## src/hw/scs_defs.vh

```
// Constants for the system clock select and internal oscillator control block.
// Assumes inclusion by bare name from the top design file of the block and the bench files.
`ifndef SCS_DEFS_VH
`define SCS_DEFS_VH

// Register indices, byte address is four times the index
`define SCS_IDX_CLK_SEL 8'h32
`define SCS_IDX_OSC_CTRL 8'h33
`define SCS_IDX_MISC_CTRL 8'h35
`define SCS_ADDR_CLK_SEL 8'hC8
`define SCS_ADDR_OSC_CTRL 8'hCC
`define SCS_ADDR_MISC_CTRL 8'hD4

// Reset values
`define SCS_RST_CLK_SEL 3'h0
`define SCS_RST_OSC_CTRL 3'h6
`define SCS_RST_MISC_CTRL 1'h0

// Oscillator control field positions
`define SCS_OSC_PIN_CTRL 0
`define SCS_OSC_POWER_EN 1
`define SCS_OSC_INT_HOLD 2

// Misc control field position
`define SCS_MISC_EXT_OVR 2

// Source select codes
`define SCS_SRC_OSC_DIV1 3'h0
`define SCS_SRC_OSC_DIV2 3'h1
`define SCS_SRC_OSC_DIV4 3'h2
`define SCS_SRC_OSC_DIV8 3'h3
`define SCS_SRC_EXT_CMOS 3'h4
`define SCS_SRC_RTC_OSC 3'h5

`endif

```

## src/hw/scs_clock_ctrl.v

```verilog
// System clock source selection and internal oscillator control, APB slave.
// Assumes one 50 MHz clock; every clock source appears as a one-cycle enable.
// Clock pin and real-time clock inputs are asynchronous and pass the synchronisers.
`include "scs_defs.vh"

module scs_clock_ctrl (
    input wire ref_clk_in,
    input wire rst_n_in,
    input wire psel_in,
    input wire penable_in,
    input wire pwrite_in,
    input wire [7:0] paddr_in,
    input wire [31:0] pwdata_in,
    output reg pready_out,
    output reg [31:0] prdata_out,
    output reg pslverr_out,
    input wire ext_clk_pin_in,
    input wire rtc_osc_in,
    output reg sys_clk_en_out,
    output reg [2:0] sys_clk_src_out,
    output reg osc_power_out,
    output reg osc_clk_gate_out
);
    reg [2:0] clock_source_select_field_q;
    reg [2:0] internal_osc_control_q;
    reg misc_control_q;
    reg [1:0] pin_state_q;
    reg [1:0] pin_state_d;
    reg [2:0] cur_src_q;
    reg [2:0] cur_src_d;
    reg [2:0] req_src;
    reg osc_powered;
    reg osc_out_en;
    wire ext_rise;
    wire ext_fall;
    wire rtc_rise;
    wire tick_div2;
    wire tick_div4;
    wire tick_div8;
    wire setup_phase;
    wire access_done;
    wire wr_en;
    wire int_hold;
    wire pin_ctrl;
    wire power_en;
    wire ext_override;
    wire osc_tick;
    wire cur_tick;
    wire addr_hit;
    wire [1:0] reg_sel;
    wire pin_disabled;
    wire osc_src_gated;
    wire src_switch;
    reg [31:0] rd_word;

    // Register decode results
    localparam REG_NONE = 2'h0;
    localparam REG_CLK_SEL = 2'h1;
    localparam REG_OSC_CTRL = 2'h2;
    localparam REG_MISC_CTRL = 2'h3;

    // Pin control states
    localparam PIN_IDLE = 2'h0;
    localparam PIN_RUN = 2'h1;
    localparam PIN_STOP = 2'h2;

    // Enable pulse of a source code
    function src_tick;
        input [2:0] code;
        input t1;
        input t2;
        input t4;
        input t8;
        input text;
        input trtc;
        begin
            case (code)
                `SCS_SRC_OSC_DIV1: src_tick = t1;
                `SCS_SRC_OSC_DIV2: src_tick = t2;
                `SCS_SRC_OSC_DIV4: src_tick = t4;
                `SCS_SRC_OSC_DIV8: src_tick = t8;
                `SCS_SRC_EXT_CMOS: src_tick = text;
                `SCS_SRC_RTC_OSC: src_tick = trtc;
                default: src_tick = 1'b0;
            endcase
        end
    endfunction

    // True for the oscillator-derived codes
    function is_osc_src;
        input [2:0] code;
        begin
            is_osc_src = (code[2] == 1'b0);
        end
    endfunction

    // Register addressed by a byte address
    function [1:0] reg_index;
        input [7:0] addr;
        begin
            case (addr)
                `SCS_ADDR_CLK_SEL: reg_index = REG_CLK_SEL;
                `SCS_ADDR_OSC_CTRL: reg_index = REG_OSC_CTRL;
                `SCS_ADDR_MISC_CTRL: reg_index = REG_MISC_CTRL;
                default: reg_index = REG_NONE;
            endcase
        end
    endfunction

    // Pin synchronisers and oscillator divider
    scs_sync3 u_ext_sync (
        .ref_clk_in(ref_clk_in),
        .rst_n_in(rst_n_in),
        .async_in(ext_clk_pin_in),
        .level_out(),
        .rise_out(ext_rise),
        .fall_out(ext_fall)
    );

    scs_sync3 u_rtc_sync (
        .ref_clk_in(ref_clk_in),
        .rst_n_in(rst_n_in),
        .async_in(rtc_osc_in),
        .level_out(),
        .rise_out(rtc_rise),
        .fall_out()
    );

    scs_osc_div u_osc_div (
        .ref_clk_in(ref_clk_in),
        .rst_n_in(rst_n_in),
        .osc_tick_in(osc_tick),
        .tick_div2_out(tick_div2),
        .tick_div4_out(tick_div4),
        .tick_div8_out(tick_div8)
    );

    // APB decode
    assign setup_phase = psel_in && !penable_in;
    assign access_done = psel_in && penable_in && pready_out;
    assign wr_en = access_done && pwrite_in && !pslverr_out;
    assign addr_hit = (reg_index(paddr_in) != REG_NONE);
    assign reg_sel = reg_index(paddr_in);

    // Field views of the registers
    assign int_hold = internal_osc_control_q[`SCS_OSC_INT_HOLD];
    assign pin_ctrl = internal_osc_control_q[`SCS_OSC_PIN_CTRL];
    assign power_en = internal_osc_control_q[`SCS_OSC_POWER_EN];
    assign ext_override = misc_control_q;

    // Read data, upper bits and reserved bit 3 read as zero
    always @* begin
        rd_word = 32'h0;
        case (reg_sel)
            REG_CLK_SEL: begin
                rd_word = {29'h0, clock_source_select_field_q};
            end
            REG_OSC_CTRL: begin
                rd_word = {29'h0, internal_osc_control_q};
            end
            REG_MISC_CTRL: begin
                rd_word[`SCS_MISC_EXT_OVR] = misc_control_q;
            end
            default: begin
                rd_word = 32'h0;
            end
        endcase
    end

    // Access cycle follows each setup cycle at once, no wait states
    always @(posedge ref_clk_in) begin
        if (!rst_n_in) begin
            pready_out <= 1'b0;
        end else begin
            pready_out <= setup_phase;
        end
    end

    // Read data and error are taken in the setup cycle
    always @(posedge ref_clk_in) begin
        if (!rst_n_in) begin
            prdata_out <= 32'h0;
            pslverr_out <= 1'b0;
        end else if (setup_phase) begin
            prdata_out <= pwrite_in ? 32'h0 : rd_word;
            pslverr_out <= !addr_hit;
        end else if (access_done) begin
            pslverr_out <= 1'b0;
        end
    end

    // Register writes
    always @(posedge ref_clk_in) begin
        if (!rst_n_in) begin
            clock_source_select_field_q <= `SCS_RST_CLK_SEL;
            internal_osc_control_q <= `SCS_RST_OSC_CTRL;
            misc_control_q <= `SCS_RST_MISC_CTRL;
        end else if (wr_en) begin
            case (reg_sel)
                REG_CLK_SEL: begin
                    clock_source_select_field_q <= pwdata_in[2:0];
                end
                REG_OSC_CTRL: begin
                    // Bit 3 and above are dropped, a zero write powers down
                    internal_osc_control_q <= pwdata_in[2:0];
                end
                REG_MISC_CTRL: begin
                    misc_control_q <= pwdata_in[`SCS_MISC_EXT_OVR];
                end
                default: begin
                    misc_control_q <= misc_control_q;
                end
            endcase
        end
    end

    // Pin control state, clock pin edges count only in pin mode with hold clear
    always @* begin
        pin_state_d = pin_state_q;
        if (!pin_ctrl || int_hold) begin
            // Hold set first, then cleared, hands over with the oscillator on
            pin_state_d = PIN_IDLE;
        end else begin
            case (pin_state_q)
                PIN_IDLE: begin
                    pin_state_d = ext_rise ? PIN_STOP : PIN_RUN;
                end
                PIN_RUN: begin
                    if (ext_rise) begin
                        pin_state_d = PIN_STOP;
                    end
                end
                PIN_STOP: begin
                    if (ext_fall) begin
                        pin_state_d = PIN_RUN;
                    end
                end
                default: begin
                    pin_state_d = PIN_IDLE;
                end
            endcase
        end
    end

    always @(posedge ref_clk_in) begin
        if (!rst_n_in) begin
            pin_state_q <= PIN_IDLE;
        end else begin
            pin_state_q <= pin_state_d;
        end
    end

    assign pin_disabled = (pin_state_q == PIN_STOP);

    // Oscillator power and output gate
    always @* begin
        osc_powered = power_en;
        if (pin_ctrl && !int_hold && pin_disabled) begin
            osc_powered = 1'b0;
        end
        // Clearing hold outside pin mode gates the output only, power stays
        osc_out_en = osc_powered && (int_hold || pin_ctrl);
    end

    assign osc_tick = osc_out_en;
    assign osc_src_gated = is_osc_src(cur_src_q) && !osc_out_en;

    // Requested source, reserved codes keep the running source
    always @* begin
        req_src = cur_src_q;
        if (ext_override) begin
            req_src = `SCS_SRC_EXT_CMOS;
        end else begin
            case (clock_source_select_field_q)
                `SCS_SRC_OSC_DIV1,
                `SCS_SRC_OSC_DIV2,
                `SCS_SRC_OSC_DIV4,
                `SCS_SRC_OSC_DIV8: begin
                    req_src = clock_source_select_field_q;
                end
                `SCS_SRC_EXT_CMOS,
                `SCS_SRC_RTC_OSC: begin
                    req_src = clock_source_select_field_q;
                end
                default: begin
                    req_src = cur_src_q;
                end
            endcase
        end
    end

    // Enable pulse of the running source
    assign cur_tick = src_tick(cur_src_q, osc_tick, tick_div2, tick_div4, tick_div8,
                               ext_rise, rtc_rise);

    // Change over only at the end of a whole period of the old source
    always @* begin
        cur_src_d = cur_src_q;
        if (req_src != cur_src_q) begin
            if (cur_tick) begin
                cur_src_d = req_src;
            end else if (osc_src_gated) begin
                // A gated oscillator gives no tick, so nothing is cut short
                cur_src_d = req_src;
            end
        end
    end

    assign src_switch = (cur_src_d != cur_src_q);

    // Source in use and its enable pulse
    always @(posedge ref_clk_in) begin
        if (!rst_n_in) begin
            cur_src_q <= `SCS_SRC_OSC_DIV1;
            sys_clk_en_out <= 1'b0;
            sys_clk_src_out <= `SCS_SRC_OSC_DIV1;
        end else begin
            cur_src_q <= cur_src_d;
            // Only whole periods of the running source reach the system clock
            sys_clk_en_out <= !src_switch && cur_tick;
            sys_clk_src_out <= cur_src_d;
        end
    end

    // Oscillator power and gate registers
    always @(posedge ref_clk_in) begin
        if (!rst_n_in) begin
            osc_power_out <= 1'b1;
            osc_clk_gate_out <= 1'b1;
        end else begin
            osc_power_out <= osc_powered;
            osc_clk_gate_out <= osc_out_en;
        end
    end
endmodule

```

## src/hw/scs_sync3.v

```verilog
// Three-stage pin synchroniser with agreement filter.
// Assumes an asynchronous input level and a single system clock.
module scs_sync3 (
    input wire ref_clk_in,
    input wire rst_n_in,
    input wire async_in,
    output reg level_out,
    output wire rise_out,
    output wire fall_out
);
    reg s1_q;
    reg s2_q;
    reg s3_q;

    always @(posedge ref_clk_in) begin
        if (!rst_n_in) begin
            s1_q <= 1'b0;
            s2_q <= 1'b0;
            s3_q <= 1'b0;
            level_out <= 1'b0;
        end else begin
            s1_q <= async_in;
            s2_q <= s1_q;
            s3_q <= s2_q;
            // Accept a change once stages two and three agree
            if (s2_q == s3_q) begin
                level_out <= s3_q;
            end
        end
    end

    assign rise_out = (s2_q == s3_q) && s3_q && !level_out;
    assign fall_out = (s2_q == s3_q) && !s3_q && level_out;
endmodule

```

## src/hw/scs_osc_div.v

```verilog
// Divider of the internal oscillator into one-cycle enable pulses.
// Assumes the oscillator tick is a one-cycle enable on the system clock.
module scs_osc_div (
    input wire ref_clk_in,
    input wire rst_n_in,
    input wire osc_tick_in,
    output wire tick_div2_out,
    output wire tick_div4_out,
    output wire tick_div8_out
);
    reg [2:0] cnt_q;

    always @(posedge ref_clk_in) begin
        if (!rst_n_in) begin
            cnt_q <= 3'h0;
        end else if (osc_tick_in) begin
            cnt_q <= cnt_q + 3'h1;
        end
    end

    assign tick_div2_out = osc_tick_in && cnt_q[0];
    assign tick_div4_out = osc_tick_in && (cnt_q[1:0] == 2'h3);
    assign tick_div8_out = osc_tick_in && (cnt_q == 3'h7);
endmodule

```

## config.mk

```make
export PLATFORM = sky130hd
export DESIGN_NAME = scs_clock_ctrl
export DESIGN_NICKNAME = d
export VERILOG_FILES = /design/src/hw/scs_clock_ctrl.v /design/src/hw/scs_sync3.v /design/src/hw/scs_osc_div.v
export VERILOG_INCLUDE_DIRS = /design/src /design/src/hw
export SDC_FILE = /design/constraint.sdc
export NUM_CORES = 1
export LEC_CHECK = 0
export ABC_AREA = 1
export BUFFER_PORTS_ARGS = -buffer_cell sky130_fd_sc_hd__buf_2
export CORE_ASPECT_RATIO = 0.9
export CORE_UTILIZATION = 41
export CTS_CLUSTER_SIZE = 24
export DETAILED_ROUTE_END_ITERATION = 16
export PLACE_DENSITY = 0.82
export SETUP_SLACK_MARGIN = 0.05
export SYNTH_ARGS = -nofsm -noshare
export SYNTH_HDL_FRONTEND = slang
export SYNTH_SLANG_ARGS = --single-unit
```

## constraint.sdc

```tcl
create_clock -name ref_clk_in -period 1.52 [get_ports ref_clk_in]
set_input_delay 0.228 -clock ref_clk_in [delete_from_list [all_inputs] [get_ports ref_clk_in]]
set_output_delay 0.228 -clock ref_clk_in [all_outputs]
set_load 0.02 [all_outputs]
```

Word-level counts from Yosys, hierarchy flattened
Cells that the tools add are included.
{"block": "classes", "reduce_logical": 42, "n_addsub": 1, "muxes": 17, "bitwise": 2, "eq_ne": 26}
{"op": "$eq 8x8->1 const B", "n": 3}
{"op": "$logic_and 1x1->1", "n": 19}
{"op": "$mux 3", "n": 6}
{"op": "$eq 3x3->1 const B", "n": 5}
{"op": "$eq 3x2->1 const B", "n": 4}
{"op": "$pmux 2 s3", "n": 2}
{"op": "$logic_not 1->1", "n": 10}
{"op": "$eq 2x2->1 const B", "n": 4}
{"op": "$reduce_and 2->1", "n": 4}
{"op": "$eq 3x1->1 const B", "n": 2}
{"op": "$logic_not 3->1", "n": 2}
{"op": "$mux 2", "n": 3}
{"op": "$ne 3x3->1", "n": 2}
{"op": "$pmux 1 s6", "n": 1}
{"op": "$reduce_or 6->1", "n": 1}
{"op": "$eq 2x1->1 const B", "n": 2}
{"op": "$ne 2x2->1 const B", "n": 2}
{"op": "$pmux 2 s2", "n": 1}
{"op": "$reduce_bool 2->1", "n": 2}
{"op": "$add 3x1->3 const B", "n": 1}
{"op": "$mux 1", "n": 3}
{"op": "$pmux 1 s3", "n": 1}
{"op": "$eq 1x1->1", "n": 2}
{"op": "$logic_not 2->1", "n": 1}
{"op": "other kinds (3)", "n": 5}
{"block": "word_totals", "input_bits": 47, "ff_bits": 60}

Logic depth before layout (Yosys ltp)
{"block": "depth", "depth_word": 13, "ltp_mapped": 12, "depth_no_buf": 12}

Hierarchy
From an unflattened synthesis, not the netlist that was laid out.
{"block": "hier_totals", "cells_unflattened": 270, "area_unflattened_um2": 1905.6}
{"module": "scs_clock_ctrl", "cells_per_inst": 199, "seq_area_each_um2": 400.4, "n_inst": 1, "area_each_um2": 1382.6}
{"module": "scs_sync3", "cells_per_inst": 23, "seq_area_each_um2": 80.1, "n_inst": 2, "area_each_um2": 171.4}
{"module": "scs_osc_div", "cells_per_inst": 25, "seq_area_each_um2": 60.1, "n_inst": 1, "area_each_um2": 180.2}

Worst setup path before layout
No wires, ideal clock.
{"block": "synth_timing", "path_kind": "in2reg", "start": "input paddr_in[1]", "end": "register internal_osc_control_q[1]", "setup_slack_ns": -0.093, "t_arrival_ns": 1.475, "cell_stages": 9, "required_time_ns": 1.382, "n_path_buf": 0, "setup_ns": 0.138, "path_cell_list": "nor4_1 > nand2_1 > o21ai_0 > inv_1 > ha_1 > nand2_1 > clkinv_1 > nand2_1 > o211ai_1"}
{"block": "synth_between", "elab_chain_len": 4, "word_cells_on_any_way": 6, "cone_classes": "eq/ne: 4; mux: 1; reduce/logical: 1"}
{"item": "start, declared", "line": "scs_clock_ctrl.v:12", "rtl": "input wire [7:0] paddr_in,"}
{"item": "$eq 8x8->1", "line": "scs_clock_ctrl.v:101", "rtl": "case (addr)"}
{"item": "$pmux 2 s3 (*)", "line": "scs_clock_ctrl.v:101"}
{"item": "$eq 2x2->1 (*)", "line": "scs_clock_ctrl.v:199", "rtl": "case (reg_sel)"}
{"item": "$reduce_and 2->1 (no source line) (*)"}
{"item": "end signal, assigned", "line": "scs_clock_ctrl.v:196", "rtl": "internal_osc_control_q <= `SCS_RST_OSC_CTRL;"}
{"item": "end signal, assigned", "line": "scs_clock_ctrl.v:205", "rtl": "internal_osc_control_q <= pwdata_in[2:0];"}
{"item": "end, declared", "line": "scs_clock_ctrl.v:25", "rtl": "reg [2:0] internal_osc_control_q;"}
Every way passes the cells marked *; elsewhere a longest branch is shown, timed or not.
A chain may end at the register's enable or synchronous reset.

Final worst setup path
{"block": "layout_timing", "start": "register u_osc_div.cnt_q[0]", "end": "register cur_src_q[0]"}
{"block": "layout_between", "elab_chain_len": 5, "word_cells_on_any_way": 8, "cone_classes": "eq/ne: 2; mux: 3; reduce/logical: 3"}
{"item": "start, declared", "line": "scs_osc_div.v:11", "rtl": "reg [2:0] cnt_q;"}
{"item": "start signal, assigned", "line": "scs_osc_div.v:17", "rtl": "cnt_q <= cnt_q + 3'h1;"}
{"item": "$eq 3x3->1 or $eq 2x2->1 (tied branches)", "line": "scs_osc_div.v:23, scs_osc_div.v:22"}
{"item": "$logic_and 1x1->1 (on tied branches)", "line": "scs_osc_div.v:23, scs_osc_div.v:22"}
{"item": "$pmux 1 s6 (*)", "line": "scs_clock_ctrl.v:77", "rtl": "case (code)"}
{"item": "$mux 3 (*)", "line": "scs_clock_ctrl.v:300", "rtl": "if (cur_tick) begin"}
{"item": "$mux 3 (*)", "line": "scs_clock_ctrl.v:299", "rtl": "if (req_src != cur_src_q) begin"}
{"item": "end signal, assigned", "line": "scs_clock_ctrl.v:314", "rtl": "cur_src_q <= `SCS_SRC_OSC_DIV1;"}
{"item": "end signal, assigned", "line": "scs_clock_ctrl.v:318", "rtl": "cur_src_q <= cur_src_d;"}
{"item": "end, declared", "line": "scs_clock_ctrl.v:29", "rtl": "reg [2:0] cur_src_q;"}
Marked as above.

==> impl_metrics.toml <==
[drt]
wirelength_mm = 3.294
top_layer = "met4"
wl_met2_mm = 1.492
met1Wirelength_mm = 1.572
ant_nets = 0
drcViolationCount = 2
post_drt_via_cell_ratio = 4.546
wl_met3_um = 180
num_vias = 1473
firstDrtPassIters = 10
wl_per_cell_um = 10.17
drtIter0Drc = 70

[worst_setup_path]
worst_ep_required_time_ps = 1740
endpoint_kind = "register"
startpoint_type = "register"
r2r_slack_ps = 130
worst_r2r_endpoint = "cur_src_q[0]"
worstPathMaxFanout = 4
crit_type = "reg2reg"
cp.arrival_ps = 1610
r2r-start = "u_osc_div.cnt_q[0]"
reg2reg_depth = 11

[sta]
setup_viol = 0
tns_ps = 0
drv_slew = 0
rsz0062_at_grt = "yes"
postLayoutSetupSlackWorst_ps = 131.6
hold_viol = 0
fmax_ghz = 0.7202
period_share = 0.9135
skew_ps = 5.536
finalCriticalPeriod_ps = 1388

[cts]
clk_latency_ps = 280
cts_tree = "built"
clockRootBuffer = "clkbuf_8"
numCtsBuffers = 5
htree_num_levels = 2
clk_path_buf_depth = 2
cts.sinks = 31
cts.clk_slew.worst_paths_ps = 60

[power_and_ir_drop]
internal_power_mw = 1.298
netSwitchingFraction = 0.2533
clkPwrFrac = 0.410
vdd_drop_max_mv = 0.4925
p_leak_nw = 1.034
cellPowerDensity_nw_per_um2 = 824.2
p_sw_uw = 440.1
p_comb_frac = 0.104
p_seq_frac = 0.487

[yosys]
syn_inst = 238
synthFlopType = "dfxtp_1"
seq_area_frac_synth = 0.3498
yosys.cell_types.count = 32
syn_area_per_cell_um2 = 7.455
synth-seq-cells = 31
syn_area_um2 = 1774
yosysWarnings = 0
synth_edf_count = 0
synthArstFlopShare = 0

[outcome]
status = "complete, but fails checks"
violations = "design-rule violations"

[final_layout]
layout_common_cells = "nand2_1 (34), inv_1 (31), conb_1 (29), dfxtp_1 (29), buf_2 (26)"
drive_above_1_share = 0.2935
design_area_um2 = 2108
syn_to_final_growth_pct = 18.83
fin_nets = 332
n_antenna_cell = 0
stdcell_count = 324
layout_commonest_cell = "nand2_1"
nFillCells = 395
post-route-util = 0.5140

[placed_design]
placed_cells_incl_taps = 315
gp_congestion = 0.8397
place_hpwl_mm = 2.401
io_buffers = 28
dpl-instance-area_um2 = 1892
place_ws_ps = -236.3

[die]
die_y_um = 64.41
die_x_um = 71.34
die-area_um2 = 4595
ios = 87
rows = 22
coreArea_um2 = 4101
initial_core_util = 0.4326

[global_route]
antenna_found_initial = 0
track_usage = 0.1539
grt_pass1_wl_mm = 5.478
grt_max_degree = 23
grt_overflow = 0
grt_pass1_vias = 1285

[flow_run]
drv_cap = 0

[hold_path]
min_from = "rtc_osc_in"
hold_path_end = "u_rtc_sync.s1_q"
min_path_type = "in2reg"
min_delay_path_depth = 3
[state kept, by name (all words and copies together) (netlist names)]
name,cells
clock_source_select_field_q,3
cur_src_q,3
ext_override,1
internal_osc_control_q,3
osc_clk_gate_out,1
osc_power_out,1
pin_state_q,2
prdata_out,3
pready_out,1
pslverr_out,1
sys_clk_en_out,1
u_ext_sync.level_out,1
u_ext_sync.s1_q,1
u_ext_sync.s2_q,1
u_ext_sync.s3_q,1
u_osc_div.cnt_q,3
u_rtc_sync.level_out,1
u_rtc_sync.s1_q,1
u_rtc_sync.s2_q,1
u_rtc_sync.s3_q,1
[worst max-delay path: stages, from the launching register on]
cell     delay (ps)
dfxtp_2         340
ha_4            160
ha_1            180
inv_1            50
nand2_1          40
nand2_1          60
nand2_1          60
nand2_2          90
nor2_4           50
nand2_2         100
nand3_2          70
a21oi_2         130
[metal layers]
metal  vias to the layer above  track usage
li1                        771            -
met1                       655       0.1896
met2                        42       0.2405
met3                         5      0.05678
met4                         0      0.06500
met5                         -            0
[area by class of cell]
class / instances / area [um^2] / share of cell area
multi-input combinational: 161 / 968.4 / 0.4593
sequential: 31 / 623.1 / 0.2955
timing repair buffer: 34 / 197.7 / 0.09377
inverter: 42 / 158.9 / 0.07537
clock buffer: 8 / 100.1 / 0.04748
tap: 48 / 60.06 / 0.02849
[per-stage QoR]
| step | hold slack (ps) | power, mW |
|---|---|---|
| floorplan | 325.6 | 1.035 |
| global placement | 392.5 | 1.020 |
| detailed placement | 402.8 | 1.025 |
| CTS | 113.9 | 1.738 |
| global route | 118.3 | 1.815 |
| finish | 123.3 | 1.738 |
[power groups by stage]
stage / clock network [mW] / logic (mW) / registers [mW]
floorplan: 0 / 0.171 / 0.864
global placement: 0 / 0.161 / 0.860
detailed placement: 0 / 0.164 / 0.860
CTS: 0.731 / 0.165 / 0.842
global route: 0.767 / 0.202 / 0.847
finish: 0.712 / 0.180 / 0.846
[synthesized netlist by cell type (3+ instances only)]
cell / n / area share
nand4_1: 3 / 0.011
nor3_1: 4 / 0.011
dfxtp_1: 31 / 0.35
nand2_1: 37 / 0.078
nor2_1: 5 / 0.011
buf_4: 29 / 0.12
inv_1: 34 / 0.072
nand3_1: 16 / 0.045
a21oi_1: 17 / 0.048
ha_1: 10 / 0.071
inv_2: 6 / 0.013
nand2_2: 5 / 0.018
o21ai_0: 13 / 0.037
[worst max path at each step]
stage / to / slack, ps / depth (start not counted) / from
3_5_place_dp: prdata_out[1] / -240 / 9 / paddr_in[1]
5_1_grt: cur_src_q[0] / 30 / 11 / u_osc_div.cnt_q[0]
3_3_place_gp: prdata_out[1] / -190 / 9 / paddr_in[1]
6_report: cur_src_q[0] / 130 / 11 / u_osc_div.cnt_q[0]
2_1_floorplan: internal_osc_control_q[1] / 40 / 9 / paddr_in[1]
4_1_cts: prdata_out[1] / 50 / 9 / paddr_in[1]
[what timing repair did]
action | 4_1_cts | 5_1_grt
gates resized for setup | 0 | 26
hold buffers | 0 | 0
buffers inserted | 0 | 1
endpoints found under the setup margin | 0 | 15
hold endpoints to repair | 0 | 0
[cells by family (layout without fill, tap and decap cells)]
group           Yosys count  count (layout)  share of synthesized area
other cells               1              29                   0.002114
xor+xnor                  2               2                   0.009875
simple gates             80              80                     0.2193
buf+inv                  74              84                     0.2221
compound gates           40              40                     0.1262
flops                    31              31                     0.3498
fa+ha+maj                10              10                    0.07052
No activity file was read; power rests on OpenSTA's default activity.
